`src/rtl/ebmc_pkg.sv`:
```
// package of constants and types for the energy buffer mode control
package ebmc_pkg;

    // ***********************************************************
    // register map
    // ***********************************************************
    localparam logic [7:0] EBMC_MODE_COMMAND_ADDR  = 8'h08;  // write only
    localparam logic [7:0] EBMC_AUTO_TRIGGER_ADDR  = 8'h11;  // auto enable in bit 7

    // ***********************************************************
    // field positions
    // ***********************************************************
    localparam int EBMC_BIT_ON_DEMAND  = 0;  // enable on-demand mode
    localparam int EBMC_BIT_CONTINUOUS = 1;  // enable continuous mode
    localparam int EBMC_BIT_FORCE_ACT  = 2;  // force active state
    localparam int EBMC_BIT_OPT_RESET  = 3;  // reset optimizer result
    localparam int EBMC_BIT_AUTO_EN    = 7;  // pin-triggered auto mode

    // ***********************************************************
    // reset values
    // ***********************************************************
    localparam logic [3:0] EBMC_MODE_RESET  = 4'h0;  // all modes off
    localparam logic [6:0] EBMC_AUTO_TRIGGER_SETTING_RESET  = 7'h00; // other setting bits

    // device states; gray codes along standby-charge-active
    typedef enum logic [1:0] {
        EBMC_STANDBY = 2'b00,
        EBMC_CHARGE  = 2'b01,
        EBMC_ACTIVE  = 2'b11
    } ebmc_state_t;

endpackage : ebmc_pkg

```
`src/rtl/ebmc_mode_control.sv`:
```
// state controller for standby, charge and active cycling
`timescale 1ns/1ns
module ebmc_mode_control
    import ebmc_pkg::*;
#(
    parameter bit TWO_WIRE_VARIANT = 1'b1  // 1: two-wire bus part, 0: four-wire part
)
(
    input  wire logic       clk,             // 20 MHz internal clock
    input  wire logic       resetn,          // asynchronous, active low
    input  wire logic       reg_wr,          // one-cycle register write strobe
    input  wire logic [7:0] reg_addr,        // register address
    input  wire logic [7:0] reg_wdata,       // register write data
    input  wire logic       cycle_trigger,   // auto mode trigger pin level
    input  wire logic       cap_below_target,// capacitor reading under charge target
    input  wire logic       load_idle,       // load gone quiet, ends short auto pulse
    output logic            charge_en,       // battery-to-capacitor converter on
    output logic            regulated_en,    // regulated_output converter on
    output logic            ready,           // ready indication
    output logic            opt_clear,       // one-cycle optimizer clear pulse
    output logic            auto_enable,     // auto mode enable bit state
    output logic [1:0]      state_code       // current state
);

    // ***********************************************************
    // registers and combinational signals
    // ***********************************************************
    logic        on_demand_en;   // mode command bit 0
    logic        continuous_en;  // mode command bit 1
    logic        force_act;      // mode command bit 2
    logic        auto_busy;      // auto cycle in progress
    logic        auto_long;      // trigger still held at activation
    logic        trig_prev;      // last trigger level for edge find
    ebmc_state_t state;          // state register
    ebmc_state_t next_state;     // combinational next state

    logic        wr_mode;        // write to mode command
    logic        wr_auto;        // write to auto trigger setting
    logic        trig_rise;      // trigger rising edge
    logic        any_mode;       // some mode keeps the device out of standby

    assign wr_mode   = reg_wr && (reg_addr == EBMC_MODE_COMMAND_ADDR);
    assign wr_auto   = reg_wr && (reg_addr == EBMC_AUTO_TRIGGER_ADDR);
    assign trig_rise = cycle_trigger && !trig_prev;
    assign any_mode  = on_demand_en || continuous_en || force_act || auto_busy;

    // ***********************************************************
    // mode command register
    // ***********************************************************
    // write only; bits hold until rewritten
    always_ff @(posedge clk or negedge resetn)
    begin
        if (!resetn)
        begin
            on_demand_en  <= EBMC_MODE_RESET[EBMC_BIT_ON_DEMAND];
            continuous_en <= EBMC_MODE_RESET[EBMC_BIT_CONTINUOUS];
            force_act     <= EBMC_MODE_RESET[EBMC_BIT_FORCE_ACT];
        end
        else if (wr_mode)
        begin
            on_demand_en  <= reg_wdata[EBMC_BIT_ON_DEMAND];
            continuous_en <= reg_wdata[EBMC_BIT_CONTINUOUS];
            force_act     <= reg_wdata[EBMC_BIT_FORCE_ACT];
        end
    end

    // optimizer clear: a one only ever pulses, a zero does nothing
    always_ff @(posedge clk or negedge resetn)
    begin
        if (!resetn)
            opt_clear <= 1'b0;
        else
            opt_clear <= wr_mode && reg_wdata[EBMC_BIT_OPT_RESET];
    end

    // ***********************************************************
    // auto mode enable
    // ***********************************************************
    // reset value depends on variant; four-wire part refuses a one
    always_ff @(posedge clk or negedge resetn)
    begin
        if (!resetn)
            auto_enable <= TWO_WIRE_VARIANT;
        else if (wr_auto)
            auto_enable <= TWO_WIRE_VARIANT && reg_wdata[EBMC_BIT_AUTO_EN];
    end

    // ***********************************************************
    // trigger edge and auto cycle tracking
    // ***********************************************************
    always_ff @(posedge clk or negedge resetn)
    begin
        if (!resetn)
            trig_prev <= 1'b0;
        else
            trig_prev <= cycle_trigger;
    end

    // a cycle runs from the trigger edge until the active state ends;
    // a long pulse ends on trigger low, a short one on load going idle
    always_ff @(posedge clk or negedge resetn)
    begin
        if (!resetn)
        begin
            auto_busy <= 1'b0;
            auto_long <= 1'b0;
        end
        else if (!auto_busy)
        begin
            auto_busy <= auto_enable && trig_rise && (state == EBMC_STANDBY);
            auto_long <= 1'b0;
        end
        else if (state == EBMC_CHARGE && next_state == EBMC_ACTIVE)
        begin
            auto_long <= cycle_trigger;  // low during charge counts as short pulse
        end
        else if (state == EBMC_ACTIVE)
        begin
            // disabling auto mode also drops a cycle in flight
            if (!auto_enable || (auto_long ? !cycle_trigger : load_idle))
                auto_busy <= 1'b0;
        end
        else if (!auto_enable)
        begin
            auto_busy <= 1'b0;
        end
    end

    // ***********************************************************
    // state machine
    // ***********************************************************
    always_comb
    begin
        next_state = state;
        unique case (state)
            EBMC_STANDBY:
            begin
                if (force_act)
                    next_state = EBMC_ACTIVE;
                else if (any_mode)
                    next_state = EBMC_CHARGE;
            end
            EBMC_CHARGE:
            begin
                if (!any_mode)
                    next_state = EBMC_STANDBY;
                else if (force_act)
                    next_state = EBMC_ACTIVE;
                else if (!cap_below_target)
                begin
                    // target met: auto and on-demand go active,
                    // continuous idles in standby-like hold
                    if (auto_busy || on_demand_en)
                        next_state = EBMC_ACTIVE;
                    else
                        next_state = EBMC_STANDBY;
                end
            end
            EBMC_ACTIVE:
            begin
                if (!any_mode)
                    next_state = EBMC_STANDBY;
                else if (continuous_en && !force_act)
                    next_state = EBMC_CHARGE;
                else if (!force_act && !on_demand_en && !auto_busy)
                    next_state = EBMC_STANDBY;
            end
            default:
                next_state = EBMC_STANDBY;
        endcase
        // continuous idle: leave standby only when capacitor sagged
        if (state == EBMC_STANDBY && !force_act && !auto_busy && !on_demand_en
            && continuous_en && !cap_below_target && ready)
            next_state = EBMC_STANDBY;
    end

    always_ff @(posedge clk or negedge resetn)
    begin
        if (!resetn)
            state <= EBMC_STANDBY;
        else
            state <= next_state;
    end

    // ***********************************************************
    // outputs, all registered
    // ***********************************************************
    always_ff @(posedge clk or negedge resetn)
    begin
        if (!resetn)
        begin
            charge_en    <= 1'b0;
            regulated_en <= 1'b0;
            state_code   <= EBMC_STANDBY;
        end
        else
        begin
            charge_en    <= (next_state == EBMC_CHARGE);
            regulated_en <= (next_state == EBMC_ACTIVE);
            state_code   <= next_state;
        end
    end

    // ready: capacitor at target while a mode holds, or output regulating
    always_ff @(posedge clk or negedge resetn)
    begin
        if (!resetn)
            ready <= 1'b0;
        else if (!any_mode)
            ready <= 1'b0;
        else if (next_state == EBMC_ACTIVE)
            ready <= 1'b1;
        else if (state == EBMC_CHARGE && !cap_below_target)
            ready <= 1'b1;
        else if (cap_below_target)
            ready <= 1'b0;
    end

endmodule : ebmc_mode_control

```
`config.mk`:
```
export PLATFORM = sky130hd
export DESIGN_NAME = ebmc_mode_control
export DESIGN_NICKNAME = d
export VERILOG_FILES = /design/src/rtl/ebmc_pkg.sv /design/src/rtl/ebmc_mode_control.sv
export SDC_FILE = /design/constraint.sdc
export NUM_CORES = 1
export LEC_CHECK = 0
export CORE_AREA = 2 2 39 41
export DETAILED_ROUTE_END_ITERATION = 8
export DIE_AREA = 0 0 41 43
export DONT_BUFFER_PORTS = 1
export PLACE_DENSITY = 0.62
export SYNTH_ARGS = -nofsm -noshare
export SYNTH_HDL_FRONTEND = slang
export SYNTH_SLANG_ARGS = --single-unit
```
`constraint.sdc`:
```
create_clock -name clk -period 3.43 [get_ports clk]
set_clock_uncertainty 0.2 [all_clocks]
set_input_delay 0.1715 -clock clk [delete_from_list [all_inputs] [get_ports clk]]
set_output_delay 0.1715 -clock clk [all_outputs]
set_load 0.005 [all_outputs]
```
==> results of run 1 <==
## path summary, 6_finish.rpt
| check | startpoint | end | cells past startpoint |
|---|---|---|---|
| hold / removal | cap_below_target | auto_long | 4 |
| min in group asynchronous | resetn | auto_long | 1 |
| setup reg to reg | state_code[1] | ready | 3 |
| max in group asynchronous | resetn | auto_enable | 1 |
| hold reg to reg | on_demand_en | on_demand_en | 1 |
| setup / recovery | reg_addr[1] | auto_enable | 5 |
## repair_timing
action | in CTS | in global routing
hold endpoints to repair | 23 | 0
hold buffers | 10 | 0
resized for setup | 0 | 0
## state kept, by name, summed over array words and instances, names as in the netlist
register,flops
state_code,2
auto_busy,1
auto_long,1
charge_en,1
on_demand_en,1
trig_prev,1
auto_enable,1
continuous_en,1
ready,1
regulated_en,1
force_act,1
opt_clear,1
## power by group
part | switching [mW] | leakage, nW | internal [mW]
clock | 0.0493 | 0.0177 | 0.0431
sequential | 0.00750 | 0.174 | 0.162
combinational | 0.0158 | 0.163 | 0.0175
## logic make-up (layout without fill, tap and decap cells)
| logic type | Yosys count | after routing | share of synthesized area [%] |
|---|---|---|---|
| AOI/OAI and AO/OA | 12 | 12 | 12.1 |
| DFF | 13 | 13 | 53.5 |
| buffers and inverters | 4 | 18 | 2.46 |
| muxes | 6 | 6 | 10.9 |
| and+or+nand+nor | 19 | 19 | 21.1 |
## worst register-to-register path, delay by kind of cell (launching register included)
kind               cells  cell delay [ns]
AOI/OAI and AO/OA      2             0.52
muxes                  1             0.36
DFF                    1             0.42
## cell usage after synthesis, drive strengths merged
master / count
nor3: 3
nor2: 3
nand2b: 4
o21ai: 6
nor4: 2
a211oi: 2
a21oi: 2
o22a: 1
dfstp: 1
mux2i: 1
nand3: 1
nor2b: 2
nand2: 1
nor4b: 1
dfrtp: 12
a32o: 1
inv: 4
or3: 1
mux2: 5
nand3b: 1
## metrics by stage
stage / setup slack, ns / cell area [um^2] / hold slack (ns) / total power, mW / utilization, %
floorplan: 1.97 / 611 / -0.324 / 0.190 / -
global placement: 1.89 / 631 / -0.324 / 0.194 / 45.6
detailed placement: 1.90 / 631 / -0.324 / 0.194 / 45.6
CTS: 1.71 / 758 / 0.0494 / 0.300 / 54.8
global route: 1.66 / 758 / 0.0877 / 0.314 / 54.8
finish: 1.73 / 758 / 0.0563 / 0.295 / 54.8
## cell type report
cell class | count | area [um^2]
fillers | 132 | 626
flip-flops and latches | 13 | 327
multi-input cells | 37 | 269
repair buffers | 10 | 100
clock buffers | 3 | 22.5
well taps | 16 | 20.0
inverters | 4 | 15.0
clock inverters | 1 | 5.00
## routing by layer
layer  global-route usage, %  up-vias  wire (um)
li1                        -      223          -
met1                    18.6      214        426
met2                    23.4       23        565
met3                    3.14        2         89
met4                    10.0        0         12
met5                       0        -          0
==> tab_implementation.tex, run 1 <==
\begin{tabular}{lr}
\hline
Metric & Value \\
\hline
\multicolumn{2}{l}{\textbf{Status}} \\
\quad Outcome & completed \\
\multicolumn{2}{l}{\textbf{Die}} \\
\quad Die boundary height & 43 um \\
\quad Initial standard-cell utilization of the core & 44.1\% \\
\quad Row Count & 14 \\
\quad Full die area & 0.00176 mm\^{}2 \\
\quad Die Width & 41 um \\
\quad Core ar. & 0.00138 mm\^{}2 \\
\quad Count of boundary I/O pins & 29 \\
\multicolumn{2}{l}{\textbf{STA}} \\
\quad Unrepaired setup endpoints after global routing & no \\
\quad Relative slew slack & between 60\% and 70\% \\
\quad Summed negative setup slack over all endpoints & 0 ns \\
\quad Post-route clock period utilization & 49.6\% \\
\quad Final min period & 1.70 ns \\
\quad Final number of max-transition violations & 0 \\
\quad Setup-failing EPs final & 0 \\
\quad Highest achievable clock rate & slightly below 600 MHz \\
\quad Slew at the pin with the worst max-slew slack & $\sim$0.55 ns \\
\quad Final number of hold-violating endpoints & 0 \\
\multicolumn{2}{l}{\textbf{Final layout}} \\
\quad Area growth from synthesis to layout & 24.2\% \\
\quad Fraction of layout instances using a drive strength above 1 & 14.7\% \\
\quad Most common cell after layout, fill and taps aside & sky130\_fd\_sc\_hd\_\_dfrtp\_1 \\
\quad Post-layout net count & 91 \\
\quad Antenna cells & 0 \\
\quad Most frequent cells in the layout & 12 x sky130\_fd\_sc\_hd\_\_dfrtp\_1, 10 x sky130\_fd\_sc\_hd\_\_dlygate4sd3\_1, 6 x sky130\_fd\_sc\_hd\_\_o21ai\_0, 4 x sky130\_fd\_sc\_hd\_\_inv\_1, 4 x sky130\_fd\_sc\_hd\_\_nand2b\_1 \\
\quad Final cell count without fillers & 84 \\
\multicolumn{2}{l}{\textbf{Drt}} \\
\quad Mean routed wirelength per cell & around 13 um \\
\quad Detailed-route wire length & 1090 um \\
\quad Number of nets still failing antenna checks after routing & 0 \\
\quad Vias/cell & 5.50 \\
\quad First-pass detailed-route iteration total & 2 \\
\quad Post-route DRC & 0 \\
\quad Count of vias placed by the detailed router & 462 \\
\quad Violation count after the first detailed-route iteration & 1 \\
\multicolumn{2}{l}{\textbf{Placed design}} \\
\quad Port Buf Inserts & 0 \\
\quad Gpl congestion & between 0.7 and 0.8 \\
\quad Detailed Place HPWL & 839 um \\
\quad Count of placed standard cells including taps & 70 \\
\multicolumn{2}{l}{\textbf{Setup path}} \\
\quad Startpoint type of the worst setup path & input pin \\
\quad Crit path buf inv count & 1 \\
\quad CP Max Fanout & 3 \\
\quad Worst path slowest cell & sky130\_fd\_sc\_hd\_\_dlygate4sd3\_1 \\
\quad Setup slack of the worst register-to-register path & around 1.9 ns \\
\quad Series of cell instances along the critical path & nor4\_2, nand3b\_2, nor3\_1, mux2\_2, dlygate4sd3\_1 \\
\quad Slowest cell delay on critical path & roughly 0.55 ns \\
\quad Cell family with the largest share of critical-path delay & simple AND/OR/NAND/NOR gates \\
\quad Worst path required time & 3.44 ns \\
\quad Category of the critical setup timing path & in2reg \\
\quad Setup crit end kind & flop \\
\quad Signal arrival time at the worst endpoint & $\sim$1.7 ns \\
\multicolumn{2}{l}{\textbf{Yosys}} \\
\quad Yosys warning total & 0 \\
\quad Total standard cell area after synthesis & just over 600 um\^{}2 \\
\quad Area share of the largest cell type after synthesis & about half \\
\quad Top cells by area, synth & sky130\_fd\_sc\_hd\_\_dfrtp\_1 49\%, sky130\_fd\_sc\_hd\_\_mux2\_1 5.5\%, sky130\_fd\_sc\_hd\_\_o21ai\_0 4.9\% \\
\quad Gate Count Post-Synth & between 50 and 60 \\
\quad Post-synthesis area per instance & 11.3 um\^{}2 \\
\quad Count of cell types in the netlist & 23 \\
\quad Synthesis-stage register bit count & 13 \\
\quad Dominant cell type by area after synthesis & sky130\_fd\_sc\_hd\_\_dfrtp\_1 \\
\quad Syn nets & 76 \\
\quad Sequential area share after synthesis & 53.5\% \\
\multicolumn{2}{l}{\textbf{Clock tree}} \\
\quad Total CTS buffers & 3 \\
\quad Post-CTS clock slew at the launch and capture registers of the worst setup and hold paths & $\sim$0.080 ns \\
\quad Insertion delay of the later-clocked pin in the worst-skew pair & 0.27 ns \\
\quad TritonCTS sink count & 13 \\
\quad Master cell of the clock root buffer & sky130\_fd\_sc\_hd\_\_clkbuf\_4 \\
\quad Setup Fix Bufs, Post-CTS & 0 \\
\quad H-tree levels & 1 \\
\quad Maximum buffer depth of the clock tree & 2 \\
\quad TritonCTS clock tree & done \\
\multicolumn{2}{l}{\textbf{Power}} \\
\quad Leakage & 0.354 nW \\
\quad Maximum ir drop on the vdd rail & 0.236 mV \\
\quad Pwr Density & 389 mW/mm\^{}2 \\
\multicolumn{2}{l}{\textbf{GRT}} \\
\quad Pin count of the biggest net entering global routing & 14 \\
\quad Total routing usage reported by global routing & 15.4\% \\
\quad Initial antenna violation count & 0 \\
\quad Vias in the first global route & 447 \\
\quad GRT overflow & 0 \\
\quad Wire length of the first global-routing pass & 1790 um \\
\multicolumn{2}{l}{\textbf{Min path}} \\
\quad Class of the worst hold path & in2reg \\
\multicolumn{2}{l}{\textbf{Run}} \\
\quad Max-cap violations & 0 \\
\hline
\end{tabular}
(Power assumes the default switching activity.)
==> run 2: changes to the inputs <==
--- a/config.mk
+++ b/config.mk
@@ -5,9 +5,10 @@
 export SDC_FILE = /design/constraint.sdc
 export NUM_CORES = 1
 export LEC_CHECK = 0
-export CORE_AREA = 2 2 39 41
+export ABC_AREA = 1
+export CORE_AREA = 2 2 40 42
 export DETAILED_ROUTE_END_ITERATION = 8
-export DIE_AREA = 0 0 41 43
+export DIE_AREA = 0 0 42 44
 export DONT_BUFFER_PORTS = 1
 export PLACE_DENSITY = 0.62
 export SYNTH_ARGS = -nofsm -noshare
==> constraint.sdc (replaced) <==
create_clock -name clk -period 1.68 [get_ports clk]
set_clock_uncertainty 0.2 [all_clocks]
set_input_delay 0.084 -clock clk [delete_from_list [all_inputs] [get_ports clk]]
set_output_delay 0.084 -clock clk [all_outputs]
set_load 0.005 [all_outputs]
==> tab_implementation.tex, run 2 <==
\begin{tabular}{lr}
\hline
Metric & Value \\
\hline
\multicolumn{2}{l}{\textbf{GRT}} \\
\quad Vias in the first global route & between 500 and 600 \\
\quad Total routing usage reported by global routing & between 10\% and 20\% \\
\quad Met3 layer usage reported by global route & 4.58\% \\
\quad Initial antenna violation count & 0 \\
\quad GRT overflow & 0 \\
\quad Wire length of the first global-routing pass & 2210 um \\
\quad Most congested layer reported by global routing & met2 \\
\quad Grt met2 use & 29.1\% \\
\quad Global routing usage on met1 & 18.1\% \\
\quad Pin count of the biggest net entering global routing & 14 \\
\multicolumn{2}{l}{\textbf{Final layout}} \\
\quad Most common cell after layout, fill and taps aside & sky130\_fd\_sc\_hd\_\_nand2\_1 \\
\quad Fill count & 140 \\
\quad Most frequent cells in the layout & 18 x sky130\_fd\_sc\_hd\_\_nand2\_1, 14 x sky130\_fd\_sc\_hd\_\_dlygate4sd3\_1, 13 x sky130\_fd\_sc\_hd\_\_inv\_1, 12 x sky130\_fd\_sc\_hd\_\_dfrtp\_1, 9 x sky130\_fd\_sc\_hd\_\_nor2\_1 \\
\quad Largest register FFs & 2 \\
\quad Total area of multi-input combinational cells & 262 um\^{}2 \\
\quad Area occupied by registers & 327 um\^{}2 \\
\quad Fraction of layout instances using a drive strength above 1 & 14.1\% \\
\quad Post-layout net count & 122 \\
\quad Area of all placed cells without fillers & between 800 and 900 um\^{}2 \\
\quad Area growth from synthesis to layout & 29.0\% \\
\quad Antenna cells & 0 \\
\quad Largest reg by FF count & state\_code \\
\quad Final core utilization & 58.9\% \\
\multicolumn{2}{l}{\textbf{Yosys}} \\
\quad Most common cell in the netlist & sky130\_fd\_sc\_hd\_\_nand2\_1 \\
\quad Total standard cell area after synthesis & 648 um\^{}2 \\
\quad Area share of the largest cell type after synthesis & 46.3\% \\
\quad Gate Count Post-Synth & 81 \\
\quad Count of flip-flops with a built-in enable after synthesis & 0 \\
\quad Dominant cell type by area after synthesis & sky130\_fd\_sc\_hd\_\_dfrtp\_1 \\
\quad Top cells by area, synth & sky130\_fd\_sc\_hd\_\_dfrtp\_1 46\%, sky130\_fd\_sc\_hd\_\_nand2\_1 10\%, sky130\_fd\_sc\_hd\_\_inv\_1 7.5\% \\
\quad Most numerous cell types in the synthesized netlist & 18 x sky130\_fd\_sc\_hd\_\_nand2\_1, 13 x sky130\_fd\_sc\_hd\_\_inv\_1, 12 x sky130\_fd\_sc\_hd\_\_dfrtp\_1 \\
\quad Dominant register cell in the synthesized netlist & sky130\_fd\_sc\_hd\_\_dfrtp\_1 \\
\quad Proportion of synthesized flip-flops having asynchronous set or reset & 100\% \\
\quad Yosys warning total & 0 \\
\quad Synthesis-stage register bit count & 13 \\
\quad Syn nets & 103 \\
\quad Sequential area share after synthesis & 50.4\% \\
\quad Post-synthesis area per instance & 8.00 um\^{}2 \\
\quad Count of cell types in the netlist & 17 \\
\multicolumn{2}{l}{\textbf{Setup path}} \\
\quad Worst path required time & 1.70 ns \\
\quad Launch point of the critical path & auto\_enable \\
\quad Worst flop-to-flop path startpoint & auto\_enable \\
\quad Worst path slowest cell & sky130\_fd\_sc\_hd\_\_dfstp\_2 \\
\quad Setup slack of the worst register-to-register path & 0.16 ns \\
\quad Startpoint type of the worst setup path & flop \\
\quad CP Max Fanout & 4 \\
\quad Series of cell instances along the critical path & nand2\_1, o21ai\_0, dlygate4sd3\_1 \\
\quad Category of the critical setup timing path & reg2reg \\
\quad Slowest cell delay on critical path & 0.58 ns \\
\quad Setup crit end kind & flop \\
\quad Signal arrival time at the worst endpoint & 1.54 ns \\
\multicolumn{2}{l}{\textbf{Die}} \\
\quad Full die area & 0.00185 mm\^{}2 \\
\quad Initial standard-cell utilization of the core & 45.7\% \\
\quad Core ar. & $\sim$0.0014 mm\^{}2 \\
\quad Row Count & 14 \\
\quad Count of boundary I/O pins & 29 \\
\quad Die Width & 42 um \\
\quad Die boundary height & between 40 and 50 um \\
\multicolumn{2}{l}{\textbf{Status}} \\
\quad Outcome & completed \\
\multicolumn{2}{l}{\textbf{STA}} \\
\quad Post-route clock period utilization & 90.2\% \\
\quad Final min period & about 1.5 ns \\
\quad Relative slew slack & 61.8\% \\
\quad Final number of hold-violating endpoints & 0 \\
\quad Setup-failing EPs final & 0 \\
\quad Final number of max-transition violations & 0 \\
\quad Summed negative setup slack over all endpoints & 0 ns \\
\quad Unrepaired setup endpoints after global routing & no \\
\quad Slew at the pin with the worst max-slew slack & 0.571 ns \\
\quad Highest achievable clock rate & 660 MHz \\
\multicolumn{2}{l}{\textbf{Clock tree}} \\
\quad Total CTS buffers & 3 \\
\quad Master cell of the clock root buffer & sky130\_fd\_sc\_hd\_\_clkbuf\_4 \\
\quad TritonCTS clock tree & done \\
\quad TritonCTS sink count & 13 \\
\quad Insertion delay of the later-clocked pin in the worst-skew pair & 0.27 ns \\
\quad Number of hold buffers added after cts & 14 \\
\quad Resized cells post-CTS & 0 \\
\quad Maximum buffer depth of the clock tree & 2 \\
\quad Setup Fix Bufs, Post-CTS & 0 \\
\quad Post-CTS clock slew at the launch and capture registers of the worst setup and hold paths & 0.08 ns \\
\quad H-tree levels & 1 \\
\multicolumn{2}{l}{\textbf{Drt}} \\
\quad Number of nets still failing antenna checks after routing & 0 \\
\quad Detailed-route wire length & 1250 um \\
\quad Violation count after the first detailed-route iteration & 3 \\
\quad Mean routed wirelength per cell & 10.9 um \\
\quad First-pass detailed-route iteration total & 2 \\
\quad Vias/cell & $\sim$5.1 \\
\quad Post-route DRC & 0 \\
\quad Count of vias placed by the detailed router & just under 600 \\
\multicolumn{2}{l}{\textbf{Run}} \\
\quad Max-cap violations & 0 \\
\multicolumn{2}{l}{\textbf{Placed design}} \\
\quad Detailed Place HPWL & 903 um \\
\quad Gpl congestion & between 0.7 and 0.8 \\
\quad Cell area after placement & about 670 um\^{}2 \\
\quad Port Buf Inserts & 0 \\
\multicolumn{2}{l}{\textbf{Power}} \\
\quad Leakage & 0.434 nW \\
\quad Pwr Density & 742 mW/mm\^{}2 \\
\quad Maximum ir drop on the vdd rail & 0.355 mV \\
\quad Power consumption & 0.621 mW \\
\multicolumn{2}{l}{\textbf{Min path}} \\
\quad Class of the worst hold path & in2async \\
\hline
\end{tabular}
==> run 2: cells by family (layout without fill, tap and decap cells) <==
family | count (synthesis) | in the layout | synth area share, %
DFF | 13 | 13 | 50.4
and+or+nand+nor | 40 | 40 | 29.7
buffers and inverters | 16 | 34 | 9.27
AOI/OAI and AO/OA | 12 | 12 | 10.6
==> run 2: routing by layer <==
layer | wire length, um | vias to the layer above
met2 | 635 | 23
li1 | - | 296
met5 | 0 | -
met3 | 82 | 4
met4 | 25 | 0
met1 | 504 | 260
==> run 2: area by class of cell <==
type	instances	area share, %
clock buffer	3	2.69
clock inverter	1	0.599
inverter	16	7.19
multi-input combinational	52	31.3
sequential	13	39.1
tap	16	2.40
timing repair buffer	14	16.8
==> run 2: path summary, 6_finish.rpt <==
kind	endpoint	depth (start not counted)
worst max-delay path	auto_enable	3
worst min-delay path	ready	1
worst max register to register	auto_enable	3
worst min register to register	auto_busy	3
max in group asynchronous	auto_enable	1
min in group clk	trig_prev	1
==> run 2: where the power goes <==
group	internal (mW)	switching (mW)	leakage (nW)	total [mW]
combinational	0.0412	0.0434	0.242	0.0846
clock	0.0883	0.104	0.0177	0.192
sequential	0.328	0.0157	0.174	0.344
total	0.458	0.163	0.434	0.621
==> run 2: through the flow <==
step / std cells / hold WS (ns) / setup slack, ns
floorplan: 81 / -0.412 / 0.461
global placement: 97 / -0.411 / 0.363
detailed placement: 97 / -0.411 / 0.362
CTS: 115 / 0.0484 / 0.172
global route: 115 / 0.0851 / 0.139
finish: 115 / 0.0370 / 0.165
==> run 2: worst max-delay path: cells and delay by family, from the launching register on <==
kind                   cells  cell delay, ns
AO/OA/AOI/OAI              1            0.06
buffers and inverters      1            0.57
flip-flops                 1            0.58
AND/OR/NAND/NOR            1            0.06
